## src/rtl/cbas_pkg.sv

```systemverilog
// Purpose: Constants and types for the context bank attribute and syndrome bank
// Assumes: 32-bit register port, one word per register
// Notes:   Offsets are byte addresses
`default_nettype none
package cbas_pkg;
   // ---------------------------------------------------------------
   // Register map
   // ---------------------------------------------------------------
   localparam logic [7:0] CBAS_OFF_ATTR_EXT  = 8'h00;
   localparam logic [7:0] CBAS_OFF_SYNDROME  = 8'h04;
   localparam logic [7:0] CBAS_OFF_CTRL      = 8'h08;
   localparam logic [7:0] CBAS_OFF_STATUS    = 8'h0c;
   localparam logic [7:0] CBAS_OFF_IRQ_STAT  = 8'h10;
   localparam logic [7:0] CBAS_OFF_IRQ_MASK  = 8'h14;
   // ---------------------------------------------------------------
   // Field positions
   // ---------------------------------------------------------------
   localparam int CBAS_WIDE_ADDR_BIT   = 0;
   localparam int CBAS_MON_BIT         = 1;
   localparam int CBAS_HI_LSB          = 16;
   localparam int CBAS_LO_LSB          = 0;
   localparam int CBAS_FIELD_W         = 16;
   // Control register bits
   localparam int CBAS_CTL_WVT_EN_BIT  = 0;
   localparam int CBAS_CTL_LFE_BIT     = 1;
   // Status bits
   localparam int CBAS_ST_MON_EFF_BIT  = 0;
   localparam int CBAS_ST_UNK_BIT      = 1;
   // Interrupt bits
   localparam int CBAS_IRQ_FAULT_BIT   = 0;
   localparam int CBAS_IRQ_SEC_CHG_BIT = 1;
   localparam int CBAS_IRQ_W           = 2;
   // ---------------------------------------------------------------
   // Reset values and encodings
   // ---------------------------------------------------------------
   localparam logic [31:0] CBAS_ATTR_RST  = 32'h0000_0000;
   localparam logic [1:0]  CBAS_TYPE_S1   = 2'h1;
   localparam logic [31:0] CBAS_ZERO      = 32'h0000_0000;

   typedef enum logic [1:0] {
      CBAS_FMT_SHORT_V7,
      CBAS_FMT_LONG_V7,
      CBAS_FMT_LONG_V8
   } cbas_fmt_e;

   typedef struct packed {
      logic [7:0]  addr;
      logic [31:0] wdata;
      logic        wr;
      logic        rd;
      logic        secure;
   } cbas_req_s;

   typedef struct packed {
      logic        valid;
      logic        op_fault;
      logic [15:0] sec_index;
      logic [15:0] src_tag;
   } cbas_fault_s;

   typedef struct packed {
      logic        monitor;
      logic        use_tags;
      logic [15:0] vm_tag;
      cbas_fmt_e   fmt;
   } cbas_xlat_s;
endpackage
`default_nettype wire

```

## src/rtl/cbas_bank.sv

```systemverilog
// Purpose: Extended attribute and restricted fault syndrome registers of one bank
// Assumes: Register port strobes are single cycle, read data follows one cycle later
// Notes:   Translation config outputs are registered; fault capture has priority
`default_nettype none
// Overview of operation
// [RL1] Wide VM tag reads zero, ignores writes unless enabled and supported.
// [RL2] With wide tag enabled, VM tag comes from wide field not 8-bit one.
// [RL3] Wide VM tags usable regardless of wide address select.
// [RL4] Bit 1 selects monitor bank; monitor bank uses no tags for TLB.
// [RL5] Monitor select ignored if 32-bit, type not 01, or bank non-secure.
// [RL6] Software must not set hypervisor flag and monitor select on secure bank.
// [RL7] Without two security states, monitor select reads zero, ignores writes.
// [RL8] Bit 0 selects 32-bit v7 formats or 64-bit v8 long format.
// [RL9] 32-bit banks pick format by long format enable; hypervisor ignores bit 0.
// [RL10] 64-bit-only implementation may make wide address select read one.
// [RL11] With 32-bit translation supported, wide address select resets to zero.
// [RL12] Security state change leaves wide address select unknown.
// [RL13] A bank fault records syndrome into the restricted syndrome register.
// [RL14] Syndrome content unknown when translation operation fault flag set.
// [RL15] Descriptor index captured in bits 31:16, unimplemented bits read zero.
// [RL16] Descriptor index visible only to secure accesses.
// [RL17] Without descriptor registers, descriptor index may be unknown.
// [RL18] Source tag captured in bits 15:0, unimplemented bits read zero.
// [RL19] Reserved bits 15:2 of extended attribute read zero, ignore writes.
module cbas_bank
   import cbas_pkg::*;
#(
   parameter bit          WIDE_TAG_SUPPORTED = 1'b1,
   parameter bit          TWO_SEC_STATES     = 1'b1,
   parameter bit          ONLY_64BIT         = 1'b0,
   parameter bit          SEC_DESC_REGS      = 1'b1,
   parameter int unsigned SEC_INDEX_W        = 16,
   parameter int unsigned SRC_TAG_W          = 16
) (
   input  wire logic        sys_clk,
   input  wire logic        rstn,
   input  wire cbas_req_s   reg_req,
   output logic [31:0]      reg_rdata,
   input  wire cbas_fault_s fault_in,
   input  wire logic [1:0]  bank_type,
   input  wire logic        bank_secure,
   input  wire logic        hyp_bank,
   input  wire logic [7:0]  primary_vm_tag,
   output cbas_xlat_s       xlat_cfg,
   output logic             irq
);

   // ---------------------------------------------------------------
   // Helpers
   // ---------------------------------------------------------------
   function automatic logic [15:0] field_mask(input int unsigned w);
      logic [15:0] m;
      m = 16'h0000;
      for (int i = 0; i < CBAS_FIELD_W; i++) begin
         if (i < w) begin
            m[i] = 1'b1;
         end
      end
      return m;
   endfunction

   function automatic logic hit(input cbas_req_s r, input logic [7:0] off);
      return r.addr == off;
   endfunction

   localparam logic [15:0] SEC_IDX_MASK = field_mask(SEC_INDEX_W);
   localparam logic [15:0] SRC_MASK     = field_mask(SRC_TAG_W);

   // ---------------------------------------------------------------
   // Storage
   // ---------------------------------------------------------------
   logic [15:0]         wide_vm_tag_r;
   logic                monitor_bank_select_r;
   logic                wide_address_select_r;
   logic                wide_vm_tag_enable_r;
   logic                long_format_enable_r;
   logic [15:0]         sec_index_r;
   logic [15:0]         src_tag_r;
   logic                syn_unknown_r;
   logic [CBAS_IRQ_W-1:0] irq_stat_r;
   logic [CBAS_IRQ_W-1:0] irq_mask_r;
   logic                bank_secure_r;
   logic [31:0]         rdata_nxt;
   logic                wide_tag_live;
   logic                mon_eff;
   logic                wide_addr_eff;
   logic                sec_change;

   assign wide_tag_live = wide_vm_tag_enable_r && WIDE_TAG_SUPPORTED;
   assign sec_change    = bank_secure != bank_secure_r;
   // Bit 0 is forced high when only the 64-bit format exists
   assign wide_addr_eff = ONLY_64BIT ? 1'b1 : wide_address_select_r; // [RL10]
   // Monitor select only counts on a secure 64-bit stage-1 bank
   assign mon_eff = monitor_bank_select_r && wide_addr_eff
                    && (bank_type == CBAS_TYPE_S1) && bank_secure; // [RL5]

   // ---------------------------------------------------------------
   // Control register
   // ---------------------------------------------------------------
   always_ff @(posedge sys_clk or negedge rstn) begin
      if (!rstn) begin
         wide_vm_tag_enable_r <= 1'b0;
         long_format_enable_r <= 1'b0;
      end else if (reg_req.wr && hit(reg_req, CBAS_OFF_CTRL)) begin
         wide_vm_tag_enable_r <= reg_req.wdata[CBAS_CTL_WVT_EN_BIT];
         long_format_enable_r <= reg_req.wdata[CBAS_CTL_LFE_BIT];
      end
   end

   // ---------------------------------------------------------------
   // Extended attribute register
   // ---------------------------------------------------------------
   always_ff @(posedge sys_clk or negedge rstn) begin
      if (!rstn) begin
         wide_vm_tag_r <= CBAS_ATTR_RST[31:16];
      end else if (!wide_tag_live) begin
         wide_vm_tag_r <= 16'h0000; // [RL1]
      end else if (reg_req.wr && hit(reg_req, CBAS_OFF_ATTR_EXT)) begin
         wide_vm_tag_r <= reg_req.wdata[CBAS_HI_LSB +: CBAS_FIELD_W]; // [RL1]
      end
   end

   always_ff @(posedge sys_clk or negedge rstn) begin
      if (!rstn) begin
         monitor_bank_select_r <= 1'b0;
      end else if (reg_req.wr && hit(reg_req, CBAS_OFF_ATTR_EXT)) begin
         monitor_bank_select_r <= TWO_SEC_STATES
                                  && reg_req.wdata[CBAS_MON_BIT]; // [RL7]
      end
   end

   // Resets to 32-bit; a security state change is modelled as clearing it,
   // one legal choice of the unknown value, so software must rewrite it.
   always_ff @(posedge sys_clk or negedge rstn) begin
      if (!rstn) begin
         wide_address_select_r <= CBAS_ATTR_RST[CBAS_WIDE_ADDR_BIT]; // [RL11]
      end else if (sec_change) begin
         wide_address_select_r <= 1'b0; // [RL12]
      end else if (reg_req.wr && hit(reg_req, CBAS_OFF_ATTR_EXT)) begin
         wide_address_select_r <= reg_req.wdata[CBAS_WIDE_ADDR_BIT]; // [RL8]
      end
   end

   always_ff @(posedge sys_clk or negedge rstn) begin
      if (!rstn) begin
         bank_secure_r <= 1'b0;
      end else begin
         bank_secure_r <= bank_secure;
      end
   end

   // ---------------------------------------------------------------
   // Restricted syndrome register
   // ---------------------------------------------------------------
   // Fault capture beats a simultaneous software write
   always_ff @(posedge sys_clk or negedge rstn) begin
      if (!rstn) begin
         sec_index_r   <= 16'h0000;
         src_tag_r     <= 16'h0000;
         syn_unknown_r <= 1'b0;
      end else if (fault_in.valid) begin
         sec_index_r   <= SEC_DESC_REGS ? (fault_in.sec_index & SEC_IDX_MASK)
                                        : 16'h0000; // [RL13] [RL15] [RL17]
         src_tag_r     <= fault_in.src_tag & SRC_MASK; // [RL13] [RL18]
         syn_unknown_r <= fault_in.op_fault; // [RL14]
      end else if (reg_req.wr && hit(reg_req, CBAS_OFF_SYNDROME)) begin
         if (reg_req.secure) begin
            sec_index_r <= reg_req.wdata[CBAS_HI_LSB +: CBAS_FIELD_W]
                           & SEC_IDX_MASK; // [RL15] [RL16]
         end
         src_tag_r <= reg_req.wdata[CBAS_LO_LSB +: CBAS_FIELD_W] & SRC_MASK; // [RL18]
      end
   end

   // ---------------------------------------------------------------
   // Interrupt status and mask
   // ---------------------------------------------------------------
   always_ff @(posedge sys_clk or negedge rstn) begin
      if (!rstn) begin
         irq_stat_r <= '0;
      end else begin
         for (int i = 0; i < CBAS_IRQ_W; i++) begin
            // Set beats a write-one clear in the same cycle
            if ((i == CBAS_IRQ_FAULT_BIT && fault_in.valid)
                || (i == CBAS_IRQ_SEC_CHG_BIT && sec_change)) begin
               irq_stat_r[i] <= 1'b1;
            end else if (reg_req.wr && hit(reg_req, CBAS_OFF_IRQ_STAT)
                         && reg_req.wdata[i]) begin
               irq_stat_r[i] <= 1'b0;
            end
         end
      end
   end

   always_ff @(posedge sys_clk or negedge rstn) begin
      if (!rstn) begin
         irq_mask_r <= '0;
      end else if (reg_req.wr && hit(reg_req, CBAS_OFF_IRQ_MASK)) begin
         irq_mask_r <= reg_req.wdata[CBAS_IRQ_W-1:0];
      end
   end

   always_ff @(posedge sys_clk or negedge rstn) begin
      if (!rstn) begin
         irq <= 1'b0;
      end else begin
         irq <= |(irq_stat_r & irq_mask_r);
      end
   end

   // ---------------------------------------------------------------
   // Translation configuration
   // ---------------------------------------------------------------
   always_ff @(posedge sys_clk or negedge rstn) begin
      if (!rstn) begin
         xlat_cfg <= '{monitor: 1'b0, use_tags: 1'b1, vm_tag: 16'h0000,
                       fmt: CBAS_FMT_SHORT_V7};
      end else begin
         xlat_cfg.monitor  <= mon_eff; // [RL4]
         xlat_cfg.use_tags <= !mon_eff; // [RL4]
         // Wide tag used regardless of address width
         xlat_cfg.vm_tag   <= wide_tag_live ? wide_vm_tag_r
                              : {8'h00, primary_vm_tag}; // [RL2] [RL3]
         if (hyp_bank) begin
            // Hypervisor banks ignore bit 0 and use the long 32-bit format
            xlat_cfg.fmt <= CBAS_FMT_LONG_V7; // [RL9]
         end else if (wide_addr_eff) begin
            xlat_cfg.fmt <= CBAS_FMT_LONG_V8; // [RL8]
         end else begin
            xlat_cfg.fmt <= long_format_enable_r ? CBAS_FMT_LONG_V7
                                                 : CBAS_FMT_SHORT_V7; // [RL9]
         end
      end
   end

   // ---------------------------------------------------------------
   // Read path
   // ---------------------------------------------------------------
   always_comb begin
      rdata_nxt = CBAS_ZERO;
      case (reg_req.addr)
         CBAS_OFF_ATTR_EXT: begin
            rdata_nxt[CBAS_HI_LSB +: CBAS_FIELD_W] = wide_vm_tag_r; // [RL1]
            rdata_nxt[CBAS_MON_BIT]       = monitor_bank_select_r; // [RL7]
            rdata_nxt[CBAS_WIDE_ADDR_BIT] = wide_addr_eff; // [RL10]
            // Bits 15:2 stay zero
            rdata_nxt[15:2] = 14'h0000; // [RL19]
         end
         CBAS_OFF_SYNDROME: begin
            if (reg_req.secure) begin
               rdata_nxt[CBAS_HI_LSB +: CBAS_FIELD_W] = sec_index_r; // [RL16]
            end
            rdata_nxt[CBAS_LO_LSB +: CBAS_FIELD_W] = src_tag_r;
         end
         CBAS_OFF_CTRL: begin
            rdata_nxt[CBAS_CTL_WVT_EN_BIT] = wide_vm_tag_enable_r;
            rdata_nxt[CBAS_CTL_LFE_BIT]    = long_format_enable_r;
         end
         CBAS_OFF_STATUS: begin
            rdata_nxt[CBAS_ST_MON_EFF_BIT] = mon_eff;
            rdata_nxt[CBAS_ST_UNK_BIT]     = syn_unknown_r; // [RL14]
         end
         CBAS_OFF_IRQ_STAT: rdata_nxt[CBAS_IRQ_W-1:0] = irq_stat_r;
         CBAS_OFF_IRQ_MASK: rdata_nxt[CBAS_IRQ_W-1:0] = irq_mask_r;
         default:           rdata_nxt = CBAS_ZERO;
      endcase
   end

   always_ff @(posedge sys_clk or negedge rstn) begin
      if (!rstn) begin
         reg_rdata <= CBAS_ZERO;
      end else if (reg_req.rd) begin
         reg_rdata <= rdata_nxt;
      end else begin
         reg_rdata <= CBAS_ZERO;
      end
   end

endmodule
`default_nettype wire

```

## config.mk

```make
export PLATFORM = sky130hd
export DESIGN_NAME = cbas_bank
export DESIGN_NICKNAME = d
export VERILOG_FILES = /design/src/rtl/cbas_pkg.sv /design/src/rtl/cbas_bank.sv
export SDC_FILE = /design/constraint.sdc
export NUM_CORES = 1
export LEC_CHECK = 0
export BUFFER_PORTS_ARGS = -buffer_cell sky130_fd_sc_hd__buf_2
export CORE_ASPECT_RATIO = 1.4
export CORE_MARGIN = 3
export CORE_UTILIZATION = 46
export DETAILED_ROUTE_END_ITERATION = 7
export PLACE_DENSITY = 0.86
export SETUP_SLACK_MARGIN = 0.4
export SYNTH_ARGS = -nofsm -noshare
export SYNTH_HDL_FRONTEND = slang
export SYNTH_SLANG_ARGS = --single-unit
```

## constraint.sdc

```tcl
create_clock -name sys_clk -period 1.3 [get_ports sys_clk]
set_input_delay 0.065 -clock sys_clk [delete_from_list [all_inputs] [get_ports sys_clk]]
set_output_delay 0.065 -clock sys_clk [all_outputs]
set_load 0.01 [all_outputs]
```

==> flow_metrics.env, run 1 <==
export IMPL_synth_top_flop_cell="dfrtp_1"
export IMPL_skew_ps=8.13
export IMPL_gr_max_usage_layer="met2"
export IMPL_max_cap_violations=0
export IMPL_antenna_found_initial=0
export IMPL_vias=4170
export IMPL_start_util_pct=48.0
export IMPL_seqCellArea_sq_mm=0.00278
export IMPL_dp_hpwl_mm=8.28
export IMPL_max_slew_margin_pct=72.9
export IMPL_crit_path_end="reg_rdata[1]"
export IMPL_path_buf_inv=0
export IMPL_drive_above_1_share_pct=56.1
export IMPL_post_route_min_period_ps=1260
export IMPL_ys_seq_area_share_pct=60.2
export IMPL_worstHoldPathCells=3
export IMPL_yosysWarningCount=0
export IMPL_crit_path_max_fanout=3
export IMPL_final_nets=708
export IMPL_reg2reg_from="irq_stat_r[1]"
export IMPL_antenna_left=0
export IMPL_syn_area_per_cell_sq_um=12.2
export IMPL_synth_edf_count=0
export IMPL_multi_input_area_sq_mm=0.00231
export IMPL_finalHoldViolCount=0
export IMPL_drv_slew=0
export IMPL_async_reset_ff_share_pct=100
export IMPL_die_y_um=125
export IMPL_tritoncts="yes"
export IMPL_grt_pass1_vias=4469
export IMPL_timing_rr_end="reg_rdata[1]"
export IMPL_rsz0062_at_grt="true"
export IMPL_grt_pass1_wl_mm=23.2
export IMPL_synth_top_area_share_pct=59.6
export IMPL_p_per_area_mw_per_mm2=1030
export IMPL_synth_area_leaders="dfrtp_1 (60%), mux2_2 (11%), nand2_1 (4.7%)"
export IMPL_dr_pass1_iters=4
export IMPL_cp_top_family="multiplexers"
export IMPL_clock_latency_ps=350
export IMPL_grt_usage_pct=26.7
export IMPL_synth_most_common_cell="dfrtp_1"
export IMPL_grt_max_degree=39
export IMPL_crit_cells=3
export IMPL_end_kind="flop"
export IMPL_wire_per_inst_um=21.8
export IMPL_htreeDepth=3
export IMPL_worstPathRequired_ps=1530
export IMPL_first_iter_violations=222
export IMPL_clockBufferDepth=2
export IMPL_cts_sinks=111
export IMPL_cts_made_buffers=9
export IMPL_path_cells="mux4_2, a22oi_2, nor2_1"
export IMPL_ir_drop_uv=749
export IMPL_ios=144
export IMPL_hold_ws_ps=22.2
export IMPL_yosysTopAreaCell="dfrtp_1"
export IMPL_hold_path_class="in2reg"
export IMPL_clkTransAtPathRegs_ps=70
export IMPL_overflow=0
export IMPL_syn_num_nets=471
export IMPL_via_per_inst=5.53
export IMPL_wl_mm=16.4
export IMPL_drc=0
export IMPL_status="finished, final reports clean"
export IMPL_critPathLaunch="irq_stat_r[1]"
export IMPL_netlist_instances=380
export IMPL_max_freq_mhz=792
export IMPL_fin_crit_sh_pct=97.1
export IMPL_n_antenna_cell=0
export IMPL_netlist_area_sq_mm=0.00462
export IMPL_cpMaxStageDelayCell="mux4_2"
export IMPL_critical_path_arrival_ps=1490
export IMPL_routabilityCongestion=0.862
export IMPL_power_leakage_nw=3.63
export IMPL_core_area_sq_mm=0.00962
export IMPL_cp_start_kind="flop"
export IMPL_power_w=0.00782
export IMPL_syn_to_final_growth_pct=65.2
export IMPL_critPathKind="reg2reg"
export IMPL_cts_root_buf="clkbuf_16"
export IMPL_setup_tns_ps=0
export IMPL_critPathMaxStageDelay_ps=500
export IMPL_reg2reg_slack_ps=40
export IMPL_rows=42
export IMPL_yosysUniqueCellTypes=32
export IMPL_nFillCells=516
export IMPL_yosys_register_bits=111
export IMPL_die_area_sq_mm=0.0113
export IMPL_tightest_slew_ps=406
export IMPL_use_met3_pct=6.22
export IMPL_portBuffers=143
export IMPL_rr_worst_depth=3
export IMPL_die_w_um=90.7
export IMPL_finalSetupViolCount=0
export IMPL_met2_usage_pct=49.1
export IMPL_ys_top_cells_by_count="dfrtp_1 (110), nand2_1 (58), mux2_2 (45)"
export IMPL_met1_usage_pct=27.9
## stage by stage
step	std cells	util [%]	setup slack, ps	area, sq um
6_report	754	79.4	37.8	7630
5_1_grt	754	79.4	38.2	7630
4_1_cts	742	73.3	88.0	7040
3_5_place_dp	659	59.5	-327	5720
3_3_place_gp	659	59.5	-270	5720
2_1_floorplan	380	-	-129	4690
## registers in the layout (all words and copies together), names as in the netlist, 2 cells and up
register / cells
xlat_cfg: 20
wide_vm_tag_r: 16
irq_stat_r: 2
reg_rdata: 32
src_tag_r: 16
irq_mask_r: 2
sec_index_r: 16
## report_power, final
part | total (W) | internal [W] | switching, W
clock | 0.00313 | 0.00189 | 0.00124
sequential | 0.00367 | 0.00358 | 0.0000857
combinational | 0.00102 | 0.000554 | 0.000471
## routing by layer
| layer | vias to the layer above | part of all wire [%] |
|---|---|---|
| met3 | 53 | 6.4 |
| met1 | 2098 | 34 |
| met2 | 220 | 55 |
| met4 | 0 | 4.1 |
| met5 | - | 0 |
| li1 | 1799 | - |
## cells in the final DEF (no fill, tap or decap), types with 2 or more instances in the layout
| master | count |
|---|---|
| a21boi_1 | 6 |
| a21boi_2 | 10 |
| a21o_1 | 3 |
| a21oi_1 | 5 |
| a21oi_2 | 18 |
| a22o_1 | 17 |
| a31oi_4 | 10 |
| a41oi_4 | 2 |
| and2_1 | 14 |
| and2_4 | 12 |
| and3_4 | 6 |
| buf_12 | 11 |
| buf_2 | 125 |
| buf_4 | 21 |
| buf_6 | 27 |
| buf_8 | 5 |
| bufinv_16 | 3 |
| clkbuf_1 | 2 |
| clkbuf_16 | 13 |
| dfrtp_1 | 109 |
| dlygate4sd3_1 | 51 |
| inv_1 | 2 |
| mux2_2 | 34 |
| mux2_4 | 12 |
| mux4_2 | 2 |
| nand2_1 | 37 |
| nand2_2 | 7 |
| nand2_4 | 14 |
| nand3_4 | 2 |
| nand4_1 | 3 |
| nor2_1 | 3 |
| nor2_4 | 2 |
| nor2b_1 | 17 |
## worst min path at each step
stage | startpoint | to
global route | reg_req[16] | src_tag_r[13]
detailed placement | rstn | xlat_cfg[1]
global placement | rstn | xlat_cfg[1]
CTS | reg_req[4] | monitor_bank_select_r
finish | reg_req[12] | src_tag_r[9]
floorplan | rstn | bank_secure_r
## timing repair
action	in CTS	in global routing
endpoints found under the setup margin	147	159
pin swaps	26	72
gates cloned	6	3
hold endpoints to repair	104	0
setup buffers	10	9
hold buffers	51	0
resized for setup	81	110
## tightest hold or removal path, stage by stage
cell and delay (ps):
buf_2 100, a21oi_2 50, a21oi_1 110
## logic make-up after synthesis
family / after synthesis / share of synthesized area, %
multiplexers: 48 / 12.2
flip-flops: 111 / 60.2
AO/OA/AOI/OAI: 73 / 11.2
XOR/XNOR: 1 / 0.190
buffers and inverters: 23 / 2.11
AND/OR/NAND/NOR: 124 / 14.2
## cell type report
| class | count | area share, % |
|---|---|---|
| sequential | 111 | 36.4 |
| timing repair buffer | 246 | 26.6 |
| clock buffer | 11 | 3.05 |
| multi-input combinational | 247 | 30.3 |
| clock inverter | 5 | 1.39 |
| tap | 132 | 2.16 |
| inverter | 2 | 0.0984 |
(Power assumes the default switching activity.)
==> run 2, diff against run 1 <==
- ABC_AREA: default -> 1
- CAP_MARGIN: default -> 40
- CORE_UTILIZATION: 46 -> 47
==> run 2 against run 1 <==
Net effect: clock power is 15% lower; fmax grew 23%; sequential share of layout area is 6.0 points higher; clock skew fell by 3.0 ps; cell area shrank 14%; setup slack gained 230 ps; synthesized cell count increased by 46%; clock-buffer cell count down 2; final cell count up 14%; area after synthesis up 5.0%; sequential power grew 5%.
==> flow_metrics.env, run 2 <==
export IMPL_dp_hpwl_mm=9.43
export IMPL_grt_pass1_wl_mm=20.8
export IMPL_dr_pass1_iters=8
export IMPL_overflow=0
export IMPL_post_route_min_period_ps=1030
export IMPL_yosys_register_bits=111
export IMPL_cts_made_buffers=9
export IMPL_portBuffers=143
export IMPL_cts_sinks=111
export IMPL_intPower_w=0.00549
export IMPL_worstPathRequired_ps=1240
export IMPL_p_per_area_mw_per_mm2=1160
export IMPL_wire_per_inst_um=15.3
export IMPL_first_iter_violations=320
export IMPL_fin_crit_sh_pct=79.1
export IMPL_crit_path_max_fanout=1
export IMPL_ys_seq_area_share_pct=57.3
export IMPL_critPathMaxStageDelay_ps=530
export IMPL_yosysTopAreaCell="dfrtp_1"
export IMPL_dp_slack_ps=20.6
export IMPL_grt_usage_pct=22.7
export IMPL_finalSetupViolCount=0
export IMPL_core_area_sq_mm=0.0100
export IMPL_max_freq_mhz=973
export IMPL_critPathKind="reg2out"
export IMPL_path_cells="buf_6"
export IMPL_n_antenna_cell=0
export IMPL_die_w_um=91.9
export IMPL_synth_edf_count=0
export IMPL_ios=144
export IMPL_cp_top_family="flip-flops"
export IMPL_die_area_sq_mm=0.0116
export IMPL_top_register="reg_rdata"
export IMPL_syn_area_per_cell_sq_um=8.74
export IMPL_drive_above_1_share_pct=33.2
export IMPL_via_per_inst=5.14
export IMPL_ir_drop_uv=742
export IMPL_yosysUniqueCellTypes=30
export IMPL_finalHoldViolCount=0
export IMPL_cp_start_kind="flop"
export IMPL_crit_cells=1
export IMPL_clkTransAtPathRegs_ps=70
export IMPL_hold_ws_ps=4.50
export IMPL_tightest_slew_ps=380
export IMPL_clockBufferDepth=2
export IMPL_syn_to_final_growth_pct=34.9
export IMPL_cts_root_buf="clkbuf_16"
export IMPL_clkPwrFrac_pct=35.2
export IMPL_rows=43
export IMPL_htreeDepth=3
export IMPL_power_leakage_nw=3.62
export IMPL_setup_tns_ps=0
export IMPL_ys_top_cells_by_count="nand2_1 (184), dfrtp_1 (110), nand3_1 (59)"
export IMPL_drv_slew=0
export IMPL_synth_top_area_share_pct=56.7
export IMPL_synth_area_leaders="dfrtp_1 (57%), nand2_1 (14%), nand3_1 (6.1%)"
export IMPL_rsz0062_at_grt="true"
export IMPL_rr_worst_depth=2
export IMPL_synth_most_common_cell="nand2_1"
export IMPL_netlist_area_sq_mm=0.00485
export IMPL_tritoncts="yes"
export IMPL_timing_final_ws_setup_ps=272
export IMPL_grt_max_degree=43
export IMPL_max_cap_violations=0
export IMPL_die_y_um=126
export IMPL_seqPwrFrac_pct=50.7
export IMPL_vias=4429
export IMPL_max_slew_margin_pct=74.5
export IMPL_netlist_instances=555
export IMPL_async_reset_ff_share_pct=100
export IMPL_largest_reg_flops=32
export IMPL_syn_num_nets=646
export IMPL_path_buf_inv=1
export IMPL_netSwitchingFraction_pct=27.6
export IMPL_drc=0
export IMPL_skew_ps=5.13
export IMPL_start_util_pct=48.5
export IMPL_yosysWarningCount=0
export IMPL_wl_mm=13.2
export IMPL_p_comb_share_pct=14.1
export IMPL_final_common_cell="nand2_1"
export IMPL_cpMaxStageDelayCell="dfstp_2"
export IMPL_antenna_found_initial=0
export IMPL_hold_path_class="in2reg"
export IMPL_clock_latency_ps=350
export IMPL_switching_power_w=0.00209
export IMPL_reg_top3="reg_rdata x32, xlat_cfg x20"
export IMPL_mostFrequentLayoutCells="nand2_1 (172), buf_2 (134), dfrtp_1 (109)"
export IMPL_routabilityCongestion=0.965
export IMPL_synth_top_flop_cell="dfrtp_1"
export IMPL_end_kind="output pin"
export IMPL_antenna_left=0
export IMPL_worstHoldPathCells=3
export IMPL_critical_path_arrival_ps=960
export IMPL_status="finished, final reports clean"
export IMPL_final_nets=812
export IMPL_grt_pass1_vias=4251
==> run 2: cell types whose count changed after synthesis, moves of 7 or more <==
cell      delta
o21ai_0     +29
a31oi_1     -11
o31ai_1      +7
mux2_2      -42
o21ai_1     +12
nand2_1    +126
nor2_1      +24
and2_1      -26
nor2b_1     -18
inv_1       +47
a21boi_0    -16
nand3_1     +56
a22o_1      -16
==> run 2: kinds of logic after synthesis <==
kind of cell,Yosys count,synth area share [%]
buffers and inverters,82,7.45
xor gates and xnor gates,1,0.181
and+or+nand+nor,285,25.9
DFF,111,57.3
AOI/OAI and AO/OA,73,8.51
muxes,3,0.696
==> run 2: path summary, 6_finish.rpt <==
path / start / end / slack (ps)
min in group asynchronous: rstn / xlat_cfg[16] / 170
hold reg to reg: src_tag_r[4] / reg_rdata[4] / 490
max in group asynchronous: rstn / xlat_cfg[18] / 540
setup reg to reg: wide_tag_live / wide_vm_tag_r[7] / 300
hold / removal: reg_req[21] / wide_vm_tag_r[2] / 5
setup / recovery: xlat_cfg[18] / xlat_cfg[18] / 270
==> run 2: power by group through the flow <==
stage                     sequential [W]  combinational, W  clock [W]
after global routing             0.00387           0.00119    0.00286
after global placement           0.00388          0.000922          0
final                            0.00384           0.00107    0.00267
after floorplan                  0.00390          0.000480          0
after detailed placement         0.00389          0.000955          0
after CTS                        0.00383           0.00104    0.00269
==> run 2: repair_timing <==
| item | CTS | global route |
|---|---|---|
| endpoints found under the setup margin | 90 | 115 |
| resized for setup | 28 | 23 |
| pin swaps | 6 | 9 |
| hold buffers | 15 | 0 |
| hold endpoints to repair | 93 | 0 |
| buffers inserted | 4 | 4 |
| gates cloned | 1 | 0 |
==> run 2: per-layer routing <==
metal  global-route usage, %  wire length, um
met1                    28.2             5200
met2                    39.1             6870
met3                    4.00              718
met4                    9.45              421
met5                       0                0
==> run 2: layout make-up <==
type / instances / area [sq um]
fillers: 803 / 3460
flip-flops and latches: 111 / 2780
multi-input cells: 362 / 1910
repair buffers: 185 / 1200
clock buffers: 9 / 225
inverters: 51 / 196
well taps: 135 / 169
clock inverters: 7 / 66.3
repair inverters: 1 / 5.00
==> run 2: through the flow <==
stage | cells | area [sq um] | utilization, % | total power, W
after detailed placement | 821 | 5800 | 57.9 | 0.00485
after CTS | 857 | 6420 | 64.2 | 0.00756
after global placement | 821 | 5800 | 57.9 | 0.00480
final | 861 | 6550 | 65.4 | 0.00758
after floorplan | 555 | 4930 | - | 0.00438
after global routing | 861 | 6550 | 65.4 | 0.00791
